## src/shared/psc_pkg.sv

```systemverilog
// constants shared by the output shutdown control block
package psc_pkg;
    localparam int          ADDR_W        = 4;
    localparam logic [3:0]  CSR_ADDR      = 4'h0;
    localparam logic [15:0] CSR_RESET     = 16'h0000;
    localparam int          MODE_A_POS    = 0;
    localparam int          MODE_B_POS    = 2;
    localparam int          MODE_C_POS    = 4;
    localparam int          IRQ_EN_POS    = 8;
    localparam int          FLAG_A_POS    = 12;
    localparam int          FLAG_B_POS    = 13;
    localparam int          FLAG_C_POS    = 14;
    localparam logic [15:0] RSVD_MASK     = 16'h8EC0;
    localparam logic [1:0]  MODE_EDGE     = 2'h0;
    localparam logic [1:0]  MODE_DIV8     = 2'h1;
    localparam logic [1:0]  MODE_DIV16    = 2'h2;
    localparam logic [1:0]  MODE_DIV128   = 2'h3;
    localparam int          DIV_8         = 8;
    localparam int          DIV_16        = 16;
    localparam int          DIV_128       = 128;
    localparam int          PRESCALE_W    = 7;
    localparam logic [4:0]  SAMPLE_COUNT  = 5'h10;
    localparam logic [1:0]  RESP_OKAY     = 2'h0;
    localparam logic [1:0]  RESP_SLVERR   = 2'h2;
endpackage : psc_pkg

```

## src/rtl/psc_top.sv

```systemverilog
// output shutdown control: fault pins force the six pwm pins, where pin_func_ok allows, to high impedance
//
// Design decisions made here: the placing of the registers and the AXI4-Lite register port.
`timescale 1ns/100ps
`default_nettype none
module psc_top (
    // clock and reset
    input  wire logic                        clock,
    input  wire logic                        rst,
    // axi4-lite write address
    input  wire logic                        s_axi_awvalid,
    output logic                             s_axi_awready,
    input  wire logic [psc_pkg::ADDR_W-1:0]  s_axi_awaddr,
    input  wire logic [2:0]                  s_axi_awprot,
    // axi4-lite write data
    input  wire logic                        s_axi_wvalid,
    output logic                             s_axi_wready,
    input  wire logic [31:0]                 s_axi_wdata,
    input  wire logic [3:0]                  s_axi_wstrb,
    // axi4-lite write response
    output logic                             s_axi_bvalid,
    input  wire logic                        s_axi_bready,
    output logic [1:0]                       s_axi_bresp,
    // axi4-lite read address
    input  wire logic                        s_axi_arvalid,
    output logic                             s_axi_arready,
    input  wire logic [psc_pkg::ADDR_W-1:0]  s_axi_araddr,
    input  wire logic [2:0]                  s_axi_arprot,
    // axi4-lite read data
    output logic                             s_axi_rvalid,
    input  wire logic                        s_axi_rready,
    output logic [31:0]                      s_axi_rdata,
    output logic [1:0]                       s_axi_rresp,
    // fault pins, active low
    input  wire logic                        fault_in_a,
    input  wire logic                        fault_in_b,
    input  wire logic                        fault_in_c,
    // chip state, same clock domain
    input  wire logic                        standby_req,
    input  wire logic                        osc_halt,
    // pwm timer side: u_a, u_b, v_a, v_b, w_a, w_b in bits 0 to 5
    input  wire logic [5:0]                  timer_out,
    input  wire logic [5:0]                  timer_oe,
    input  wire logic [5:0]                  pin_func_ok,
    // pin side
    output logic [5:0]                       pin_out,
    output logic [5:0]                       pin_oe,
    // interrupt request, active high level
    output logic                             fault_irq
);
    typedef struct packed {
        logic [psc_pkg::ADDR_W-1:0] aw_addr;
        logic                       aw_have;
        logic [15:0]                w_data;
        logic [1:0]                 w_strb;
        logic                       w_have;
        logic                       awready;
        logic                       wready;
        logic                       bvalid;
        logic [1:0]                 bresp;
        logic                       arready;
        logic                       rvalid;
        logic [1:0]                 rresp;
        logic [31:0]                rdata;
        logic [2:0]                 flags;
        logic [2:0]                 seen;
        logic                       irq_en;
        logic [5:0]                 modes;
        logic [5:0]                 pin_out;
        logic [5:0]                 pin_oe;
        logic                       irq;
    } psc_top_state_t;

    psc_top_state_t r;
    psc_top_state_t n;
    logic [2:0]     det_req;
    logic [2:0]     tick;
    logic [2:0]     fault_n;
    logic           do_write;
    logic           wr_hit;
    logic           hiz;

    function automatic logic csr_hit(input logic [psc_pkg::ADDR_W-1:0] addr);
        csr_hit = (addr == psc_pkg::CSR_ADDR);
    endfunction : csr_hit

    function automatic logic [15:0] csr_view(input psc_top_state_t s);
        logic [15:0] v;
        v = psc_pkg::CSR_RESET;
        v[5:0] = s.modes;
        v[psc_pkg::IRQ_EN_POS] = s.irq_en;
        v[psc_pkg::FLAG_A_POS] = s.flags[0];
        v[psc_pkg::FLAG_B_POS] = s.flags[1];
        v[psc_pkg::FLAG_C_POS] = s.flags[2];
        csr_view = v & ~psc_pkg::RSVD_MASK;
    endfunction : csr_view

    assign fault_n = {fault_in_c, fault_in_b, fault_in_a};

    psc_prescaler u_prescaler (
        .clock (clock),
        .rst   (rst),
        .tick  (tick)
    );

    genvar gi;
    generate
        for (gi = 0; gi < 3; gi++)
        begin : g_det
            psc_detector u_det (
                .clock   (clock),
                .rst     (rst),
                .fault_n (fault_n[gi]),
                .mode    (r.modes[2*gi+1:2*gi]),
                .tick    (tick),
                .req     (det_req[gi])
            );
        end
    endgenerate

    always_comb
    begin
        n = r;
        do_write = r.aw_have && r.w_have && !r.bvalid;
        wr_hit = do_write && csr_hit(r.aw_addr);
        // write channels are taken independently, in either order
        if (s_axi_awvalid && r.awready)
        begin
            n.aw_addr = s_axi_awaddr;
            n.aw_have = 1'b1;
        end
        if (s_axi_wvalid && r.wready)
        begin
            n.w_data = s_axi_wdata[15:0];
            n.w_strb = s_axi_wstrb[1:0];
            n.w_have = 1'b1;
        end
        if (r.bvalid && s_axi_bready)
            n.bvalid = 1'b0;
        if (do_write)
        begin
            n.aw_have = 1'b0;
            n.w_have = 1'b0;
            n.bvalid = 1'b1;
            n.bresp = wr_hit ? psc_pkg::RESP_OKAY : psc_pkg::RESP_SLVERR;
        end
        if (wr_hit && r.w_strb[0])
            n.modes = r.w_data[5:0];
        if (wr_hit && r.w_strb[1])
        begin
            n.irq_en = r.w_data[psc_pkg::IRQ_EN_POS];
            // a flag must be read as one again before each clear
            for (int i = 0; i < 3; i++)
            begin
                if (r.seen[i] && !r.w_data[psc_pkg::FLAG_A_POS+i])
                    n.flags[i] = 1'b0;
            end
            n.seen = 3'h0;
        end
        // read channel
        if (r.rvalid && s_axi_rready)
            n.rvalid = 1'b0;
        if (s_axi_arvalid && r.arready)
        begin
            n.rvalid = 1'b1;
            if (csr_hit(s_axi_araddr))
            begin
                n.rdata = {16'h0000, csr_view(r)};
                n.rresp = psc_pkg::RESP_OKAY;
                n.seen = n.seen | r.flags;
            end
            else
            begin
                n.rdata = 32'h0000_0000;
                n.rresp = psc_pkg::RESP_SLVERR;
            end
        end
        // a new request wins over a clear in the same cycle
        for (int i = 0; i < 3; i++)
        begin
            if (det_req[i])
                n.flags[i] = 1'b1;
        end
        n.awready = !n.aw_have;
        n.wready = !n.w_have;
        n.arready = !n.rvalid;
        n.irq = r.irq_en && (|r.flags);
        hiz = (|r.flags) || standby_req || osc_halt;
        for (int i = 0; i < 6; i++)
        begin
            // pins given to other functions keep their own drive
            if (hiz && pin_func_ok[i])
            begin
                n.pin_out[i] = 1'b0;
                n.pin_oe[i] = 1'b0;
            end
            else
            begin
                n.pin_out[i] = timer_out[i];
                n.pin_oe[i] = timer_oe[i];
            end
        end
    end

    always_ff @(posedge clock)
    begin
        if (rst)
        begin
            r <= '0;
            r.awready <= 1'b1;
            r.wready <= 1'b1;
            r.arready <= 1'b1;
        end
        else
            r <= n;
    end

    assign s_axi_awready = r.awready;
    assign s_axi_wready = r.wready;
    assign s_axi_bvalid = r.bvalid;
    assign s_axi_bresp = r.bresp;
    assign s_axi_arready = r.arready;
    assign s_axi_rvalid = r.rvalid;
    assign s_axi_rdata = r.rdata;
    assign s_axi_rresp = r.rresp;
    assign pin_out = r.pin_out;
    assign pin_oe = r.pin_oe;
    assign fault_irq = r.irq;

    // set wins over clear, so a same-cycle request is left out
    genvar fi;
    generate
        for (fi = 0; fi < 3; fi++)
        begin : g_flag_chk

        end
    endgenerate
endmodule : psc_top
`default_nettype wire

```

## src/rtl/psc_prescaler.sv

```systemverilog
// sampling tick generator: one-cycle ticks at clock/8, /16 and /128
`timescale 1ns/100ps
`default_nettype none
module psc_prescaler (
    // clock and reset
    input  wire logic       clock,
    input  wire logic       rst,
    // ticks, bit 0 = /8, bit 1 = /16, bit 2 = /128
    output logic [2:0]      tick
);
    typedef struct packed {
        logic [psc_pkg::PRESCALE_W-1:0] cnt;
        logic [2:0]                     tick;
    } psc_pre_state_t;

    psc_pre_state_t r;
    psc_pre_state_t n;

    always_comb
    begin
        n = r;
        n.cnt = r.cnt + 7'h01;
        // all three share one counter so the ticks stay aligned
        n.tick[0] = (r.cnt[2:0] == 3'(psc_pkg::DIV_8 - 1));
        n.tick[1] = (r.cnt[3:0] == 4'(psc_pkg::DIV_16 - 1));
        n.tick[2] = (r.cnt == 7'(psc_pkg::DIV_128 - 1));
    end

    always_ff @(posedge clock)
    begin
        if (rst)
            r <= '0;
        else
            r <= n;
    end

    assign tick = r.tick;
endmodule : psc_prescaler
`default_nettype wire

```

## src/rtl/psc_detector.sv

```systemverilog
// one fault input: synchroniser, falling edge and 16-sample low detection
`timescale 1ns/100ps
`default_nettype none
module psc_detector (
    // clock and reset
    input  wire logic       clock,
    input  wire logic       rst,
    // fault pin, active low, asynchronous
    input  wire logic       fault_n,
    // mode and sampling ticks
    input  wire logic [1:0] mode,
    input  wire logic [2:0] tick,
    // accepted request, one-cycle pulse
    output logic            req
);
    typedef struct packed {
        logic       s1;
        logic       s2;
        logic       prev;
        logic [4:0] cnt;
        logic [1:0] mode;
        logic       req;
    } psc_det_state_t;

    psc_det_state_t r;
    psc_det_state_t n;
    logic           smp;

    always_comb
    begin
        n = r;
        smp = 1'b0;
        n.s1 = fault_n;
        n.s2 = r.s1;
        n.prev = r.s2;
        n.mode = mode;
        n.req = 1'b0;
        case (mode)
            psc_pkg::MODE_DIV8:   smp = tick[0];
            psc_pkg::MODE_DIV16:  smp = tick[1];
            psc_pkg::MODE_DIV128: smp = tick[2];
            default:              smp = 1'b0;
        endcase
        if (mode == psc_pkg::MODE_EDGE)
        begin
            n.cnt = '0;
            n.req = r.prev && !r.s2;
        end
        else if (mode != r.mode)
            n.cnt = '0;
        else if (smp)
        begin
            if (r.s2)
                n.cnt = '0;
            else if (r.cnt == psc_pkg::SAMPLE_COUNT - 5'h01)
            begin
                n.cnt = '0;
                n.req = 1'b1;
            end
            else
                n.cnt = r.cnt + 5'h01;
        end
    end

    // pins idle high, so the edge history resets high
    always_ff @(posedge clock)
    begin
        if (rst)
            r <= '{s1: 1'b1, s2: 1'b1, prev: 1'b1, cnt: 5'h00, mode: 2'h0, req: 1'b0};
        else
            r <= n;
    end

    assign req = r.req;
endmodule : psc_detector
`default_nettype wire

```

## config.mk

```make
export PLATFORM = sky130hd
export DESIGN_NAME = psc_top
export DESIGN_NICKNAME = d
export VERILOG_FILES = /design/src/shared/psc_pkg.sv /design/src/rtl/psc_top.sv /design/src/rtl/psc_prescaler.sv /design/src/rtl/psc_detector.sv
export SDC_FILE = /design/constraint.sdc
export NUM_CORES = 1
export LEC_CHECK = 0
export ABC_AREA = 1
export BUFFER_PORTS_ARGS = -buffer_cell sky130_fd_sc_hd__buf_2
export CORE_ASPECT_RATIO = 0.8
export CORE_MARGIN = 5
export CORE_UTILIZATION = 51
export DETAILED_ROUTE_END_ITERATION = 6
export GPL_TIMING_DRIVEN = 0
export PLACE_DENSITY = 0.81
export SLEW_MARGIN = 10
export SYNTH_ARGS = -nofsm -noshare
export SYNTH_HDL_FRONTEND = slang
export SYNTH_HIERARCHICAL = 1
export SYNTH_SLANG_ARGS = --single-unit
```

## constraint.sdc

```tcl
create_clock -name clock -period 1.19 [get_ports clock]
set_input_delay 0.238 -clock clock [delete_from_list [all_inputs] [get_ports clock]]
set_output_delay 0.238 -clock clock [all_outputs]
set_load 0.01 [all_outputs]
```

==> results.md, run 1 <==
- Status: finished clean
- # setup viols final: 0
- Share of cells above drive strength 1: 0.347
- Num CTS Buffers: 9
- Placed cells: 809
- Post-DP HPWL: between 7 and 8 mm
- Startpoint types: register
- Mapped Cells: 595
- M1 wire length: 4.09 mm
- Max_cap viols: 0
- Non-Filler Instances: 820
- Worst IR Drop VDD: 937 uV
- Comb power frac: 0.104
- Hold path cells: 2
- DRT Pass-1 Iters: 5
- First-pass GRT wire length: 15.8 mm
- Reg2reg end: pin_oe[3]
- Worst skew pair latency: 360 ps
- Met2 WL: 4.96 mm
- Routed WL: 9.76 mm
- RSZ-0062 raised after global routing: yes
- CP Data Required Time: 1490 ps
- Cell variety after synth: 29
- Critical path type: reg2reg
- Starting Density: 0.528
- Worst-path clk slew: roughly 100 ps
- Pre-CTS setup slack: -239 ps
- Post-route ant nets: 0
- Hold Path End: g_det[0].u_det/n[9]
- Vias in the first global route: around 3.6k
- Inserted Diodes: 0
- Met3 wire length: 547 um
- Die Y-Extent: 94.2 um
- Initial drt markers: approximately 180
- Vias: 3857
- Slew Limit Fails: 0
- Crit-path cells: nor2_2 > nand2_2 > nor3_4 > buf_6 > o21ai_4 > nor2_1
- Skew final: 8.72 ps
- Clock Power Share: 0.317
- I/O Buffers: 79
- Crit path max fanout: 3
- Mean post-synth cell area: 7.60 um2
- Bufs and invs on worst path: 1
- Post-layout minimum cycle time: 1170 ps
- All-layer global routing usage: 0.178
- Min-delay src: fault_in_a
- R2R depth: 6
- Sw Pwr: between 1.5 and 2 mW
- P_int: ~4.7 mW
- DRC violations left: 0
- # rows: 30
- Placer Congestion: 0.800
- CTS max path bufs: 2
- Number of synthesized register bits: between 100 and 150
- Highest routed layer: met4
- FF-to-FF setup slack: 20 ps
- Reg2reg start: r[24]
- Hold Crit Class: in2reg
- Crit. Startpoint: r[24]
- Ports: 134
- Nets: approximately 790
- Die area: 10900 um2
- Via density: between 4 and 5
- P_leak: 2.59 nW
- CTS root buffer: clkbuf_8
- Initial antenna violation count: 0
- Grt ovf: 0
- Syn. warnings: 6
- Post-synthesis sequential area ratio: 0.460
- Crit path max-delay family: simple AND/OR/NAND/NOR gates
- Routed WL per cell: 11.9 um
- H-tree Lvls: 3
- Synth Cell Area: 4520 um2
- Critical Path Max Stage Delay: around 350 ps
- Sw frac: 0.262
- Total Neg Setup Slack: 0 ps
- PwrDens: 1140 nW/um2
- WP depth: 6
- Final Hold Vio Count: 0
- Sequential share of power: 0.579
- Die width: 115 um
- CP max-delay cell: dfxtp_2
- Area growth, synth to finish: 23.4%
- Period Utilization, post-route: 0.984
- CTS tree: done
- Core area: 8560 um2
- F_max: 0.854 GHz
- CP endpoint kind: register
- Largest net degree at the start of global routing: 22
- Clk sinks: 104
- Critical Path AT: about 1500 ps
- Final WS setup: slightly below 20 ps
## layer usage
| metal | global-route usage | up-vias |
|---|---|---|
| li1 | - | 1992 |
| met1 | 0.219 | 1755 |
| met2 | 0.311 | 96 |
| met3 | 0.0309 | 14 |
| met4 | 0.0606 | 0 |
| met5 | 0 | - |
## how the worst max path moves through the flow
stage	slack, ps	end
finish	20	pin_oe[3]
global route	-60	pin_oe[4]
CTS	-20	s_axi_rdata[3]
detailed placement	-240	pin_out[1]
global placement	-180	r[89]
floorplan	150	g_det[0].u_det/r[3]
## area by class of cell
class	instances	area, um2
Buffer	47	329
Timing Repair Buffer	88	602
Sequential cell	104	2130
Fill cell	716	2980
Clock inverter	7	57.6
Tap cell	112	140
Multi-Input combinational cell	378	1910
Clock buffer	9	124
Inverter	75	287
## metrics by stage
stage	util	hold slack (ps)	power (mW)	area [um2]
final	0.652	50.1	6.35	5580
after global routing	0.652	38.8	6.65	5580
after detailed placement	0.601	393	4.36	5140
after floorplan	-	310	4.15	4610
after CTS	0.629	42.3	6.34	5380
after global placement	0.601	393	4.33	5140
## flip-flops by register name, summed over array words and instances, names as in the netlist
name	count
g_det.u_det/req	3
pin_oe	6
fault_irq	1
g_det.u_det/r	24
pin_out	6
s_axi_bresp	1
r	31
u_prescaler/tick	3
u_prescaler/r	7
s_axi_rvalid	1
s_axi_rdata	10
s_axi_bvalid	1
s_axi_arready	1
g_det.u_det/n	6
s_axi_wready	1
s_axi_rresp	1
s_axi_awready	1
## kinds of logic after synthesis
family,share of synthesized area
buffers and inverters,0.158
AO/OA/AOI/OAI,0.0847
AND/OR/NAND/NOR,0.282
adder cells (fa/ha/maj),0.0138
flip-flops,0.460
other,0.000829
## cells in the mapped netlist
cell      count  area (um2)
nand3_1      22         110
conb_1        1        3.75
or2_2         6        37.5
a21oi_2       4        35.0
nand3b_1      3        22.5
a21oi_1      33         165
nand4_1       3        18.8
clkbuf_1      5        18.8
nand2_1      98         368
nand3_4       4        70.1
buf_2         4        20.0
nand2_4       1        11.3
o21ai_0      31         155
nor2_8        1        20.0
a22oi_1       1        7.51
nor2_4        3        33.8
clkinv_4      1        8.76
nor2_2        2        12.5
dfxtp_1     104        2080
buf_4        52         390
nor2_1      116         435
ha_1          5        62.6
nand2_2       7        43.8
nor3_1        3        15.0
inv_1        63         236
nand3_2       6        60.1
o21ai_1       4        20.0
nor3_4        1        16.3
inv_2        11        41.3
## power by group through the flow
stage	Clock, mW	Combinational, mW	Sequential (mW)
after floorplan	0	0.403	3.74
after CTS	2.06	0.610	3.67
final	2.01	0.661	3.68
after global routing	2.22	0.734	3.69
after global placement	0	0.582	3.75
after detailed placement	0	0.602	3.75
## layout by cell type (no fill, tap or decap), types with 24 or more instances in the layout
cell type	count
nand2_1	96
buf_6	24
buf_4	44
conb_1	24
nor2_1	115
dfxtp_2	32
buf_2	62
dfxtp_1	69
inv_1	63
a21oi_1	30
## repair_timing
action,4_1_cts,5_1_grt
gates resized for setup,19,78
hold buffers,0,0
pin swaps,0,6
setup buffers,3,6
endpoints found under the setup margin,14,57
Power figures use the tool's default switching activity.
==> run 2, diff against run 1 <==
--- a/config.mk
+++ b/config.mk
@@ -13,6 +13,7 @@
 export DETAILED_ROUTE_END_ITERATION = 6
 export GPL_TIMING_DRIVEN = 0
 export PLACE_DENSITY = 0.81
+export SETUP_SLACK_MARGIN = 0.02
 export SLEW_MARGIN = 10
 export SYNTH_ARGS = -nofsm -noshare
 export SYNTH_HDL_FRONTEND = slang
==> run 2 against run 1 <==
Fmax increased by 1.7%. Count of clock-buffer cells in the layout unchanged. Worst hold slack improved by 3.6 ps. Sequential cell count unchanged. Worst setup slack improved by 20 ps. Register-to-register slack improved by 20 ps. Via count decreased by 0.44%. Sequential share of layout area increased by 0.12 points. First-iteration DRC count decreased by 9.8%. Clock power about the same. Non-clock buffer count decreased by 9. Clock skew decreased by 1.8 ps. Critical endpoint is now r[18]. Largest power group unchanged.
==> results.md, run 2 (synthesis gave the netlist of run 1 again) <==
- Status: finished clean
- CP Data Required Time: 1450 ps (-40 ps)
- Max_cap viols: 0 (unchanged)
- Die width: 115 um (unchanged)
- Vias in the first global route: 3552 (-0.92%)
- First-pass GRT wire length: 15.9 mm (+0.74%)
- Fill cells: 708 (-1.1%)
- Worst skew pair latency: 360 ps (about the same)
- Post-route ant nets: 0 (unchanged)
- Routed WL: 9.83 mm (+0.75%)
- Core area: 8560 um2 (unchanged)
- Share of cells above drive strength 1: 0.365 (+0.0173)
- Die area: 10900 um2 (unchanged)
- Area growth, synth to finish: 23.5% (about the same)
- Post-DP HPWL: 7.23 mm (unchanged)
- Bufs and invs on worst path: 1 (unchanged)
- Placer Congestion: 0.800 (unchanged)
- WHS: 53.6 ps (+3.57 ps)
- Clk sinks: 104 (unchanged)
- Routing usage on met1: 0.224 (+0.00435)
- DP Area: 5140 um2 (unchanged)
- Critical path type: reg2reg
- DRT Pass-1 Iters: 5 (unchanged)
- F_max: 0.869 GHz (+1.7%)
- Largest register by flop count: r
- H-tree Lvls: 3 (unchanged)
- RSZ-0062 raised after global routing: yes
- Skew final: 6.89 ps (-1.83 ps)
- # rows: 30 (unchanged)
- Most frequent cells in the layout: nor2_1 (112), nand2_1 (95), dfxtp_1 (65)
- Grt met2 use: 0.316 (+0.00482)
- Crit path max-delay family: simple AND/OR/NAND/NOR gates
- CTS max path bufs: 2 (unchanged)
- Critical Path AT: 1410 ps (-60 ps)
- Initial antenna violation count: 0 (unchanged)
- Die Y-Extent: 94.2 um (unchanged)
- Inserted Diodes: 0 (unchanged)
- CTS root buffer: clkbuf_8
- Ports: 134 (unchanged)
- GR peak layer: met2
- Slew Limit Fails: 0 (unchanged)
- Max FFs per register: 31 (unchanged)
- Worst IR Drop VDD: 943 uV (+0.70%)
- Routed WL per cell: 12.1 um (+1.9%)
- I/O Buffers: 79 (unchanged)
- CP endpoint kind: register
- Hold Crit Class: in2reg
- P_leak: 2.54 nW (-2.0%)
- Grt ovf: 0 (unchanged)
- Vias: 3840 (-0.44%)
- DRC violations left: 0 (unchanged)
- Commonest non-fill, non-tap cell in the layout: nor2_1
- All-layer global routing usage: 0.180 (+0.00217)
- Met3 usage: 0.0303 (-0.000644)
- PwrDens: 1130 nW/um2 (-0.27%)
- Fin util: 0.652 (about the same)
- Via density: 4.73 (+0.66%)
- CTS tree: done
- # setup viols final: 0 (unchanged)
- Startpoint types: register
- Initial drt markers: 166 (-9.8%)
- Post-Layout Inst Area: 5580 um2 (about the same)
- Starting Density: 0.528 (unchanged)
- Crit-path cells: inv_2 > nand3_4 > nor2_8 > nand2_8 > o21ai_1 > nor2_1
- Worst-path clk slew: 100 ps (about the same)
- Final Hold Vio Count: 0 (unchanged)
- CTS Hold Bufs: 0 (unchanged)
- Critical Path Max Stage Delay: 330 ps (-20 ps)
- Largest net degree at the start of global routing: 22 (unchanged)
- Post-layout minimum cycle time: 1150 ps (-20.0 ps)
- CP max-delay cell: dfxtp_2
- Crit path max fanout: 7 (+4)
- Period Utilization, post-route: 0.967 (-0.0168)
- Num CTS Buffers: 9 (unchanged)
- Nets: 779 (-1.1%)
[run 2: cell types whose count changed in the layout (fill, tap and decap cells not counted), moves of 3 or more]
| cell | previous run | this run |
|---|---|---|
| dfxtp_1 | 69 | 65 |
| buf_2 | 62 | 59 |
| buf_4 | 44 | 36 |
| nor2_2 | 3 | 6 |
| o21ai_2 | 4 | 7 |
| nor2_1 | 115 | 112 |
| dfxtp_2 | 32 | 35 |
[run 2: metal layers]
layer | vias to the layer above | wire length [um] | part of all wire
met4 | 0 | 132 | 0.013
li1 | 1968 | - | -
met1 | 1762 | 4150 | 0.42
met5 | - | 0 | 0
met3 | 14 | 559 | 0.057
met2 | 96 | 4990 | 0.51
[run 2: final cells by class]
class	count	area, um2	share of cell area
plain buffers	37	256	0.0459
clock buffers	9	124	0.0222
clock inverters	7	57.6	0.0103
inverters	75	289	0.0518
multi-input cells	378	1950	0.349
flip-flops and latches	104	2140	0.383
well taps	112	140	0.0251
repair buffers	89	624	0.112
[run 2: path summary, 6_finish.rpt]
check                            from             endpoint  slack [ps]  cells after the start
setup / recovery         s_axi_bvalid                r[18]          40                      6
hold / removal             fault_in_c  g_det[2].u_det/n[9]          50                      2
setup reg to reg         s_axi_bvalid                r[18]          40                      6
hold reg to reg   g_det[1].u_det/n[9]  g_det[1].u_det/n[8]         410                      1
[run 2: report_power, final]
group | internal [mW] | total [mW] | leakage, nW | switching (mW)
Combinational | 0.290 | 0.639 | 1.58 | 0.349
Clock | 0.782 | 2.01 | 0.0873 | 1.22
Sequential | 3.60 | 3.69 | 0.867 | 0.0861
[run 2: worst reg2reg max path, cell delays in order, from the launching register on]
cell	delay, ps
dfxtp_2	330
inv_2	70
nand3_4	110
nor2_8	230
nand2_8	100
o21ai_1	160
nor2_1	60
[run 2: per-stage QoR]
step                      TNS, ps  power [mW]  instances  setup slack [ps]
after floorplan                 0        4.15        618               147
after global placement      -4140        4.33        809              -180
after detailed placement    -6300        4.36        809              -239
after CTS                   -10.8        6.35        817             -10.8
after global routing         -197        6.63        811             -36.8
final                           0        6.33        811              39.3
[run 2: what timing repair did]
item                                    CTS  global route
setup buffers                             4             6
pin swaps                                 1            21
endpoints found under the setup margin   28            60
resized for setup                        43            79
hold endpoints to repair                  0             0
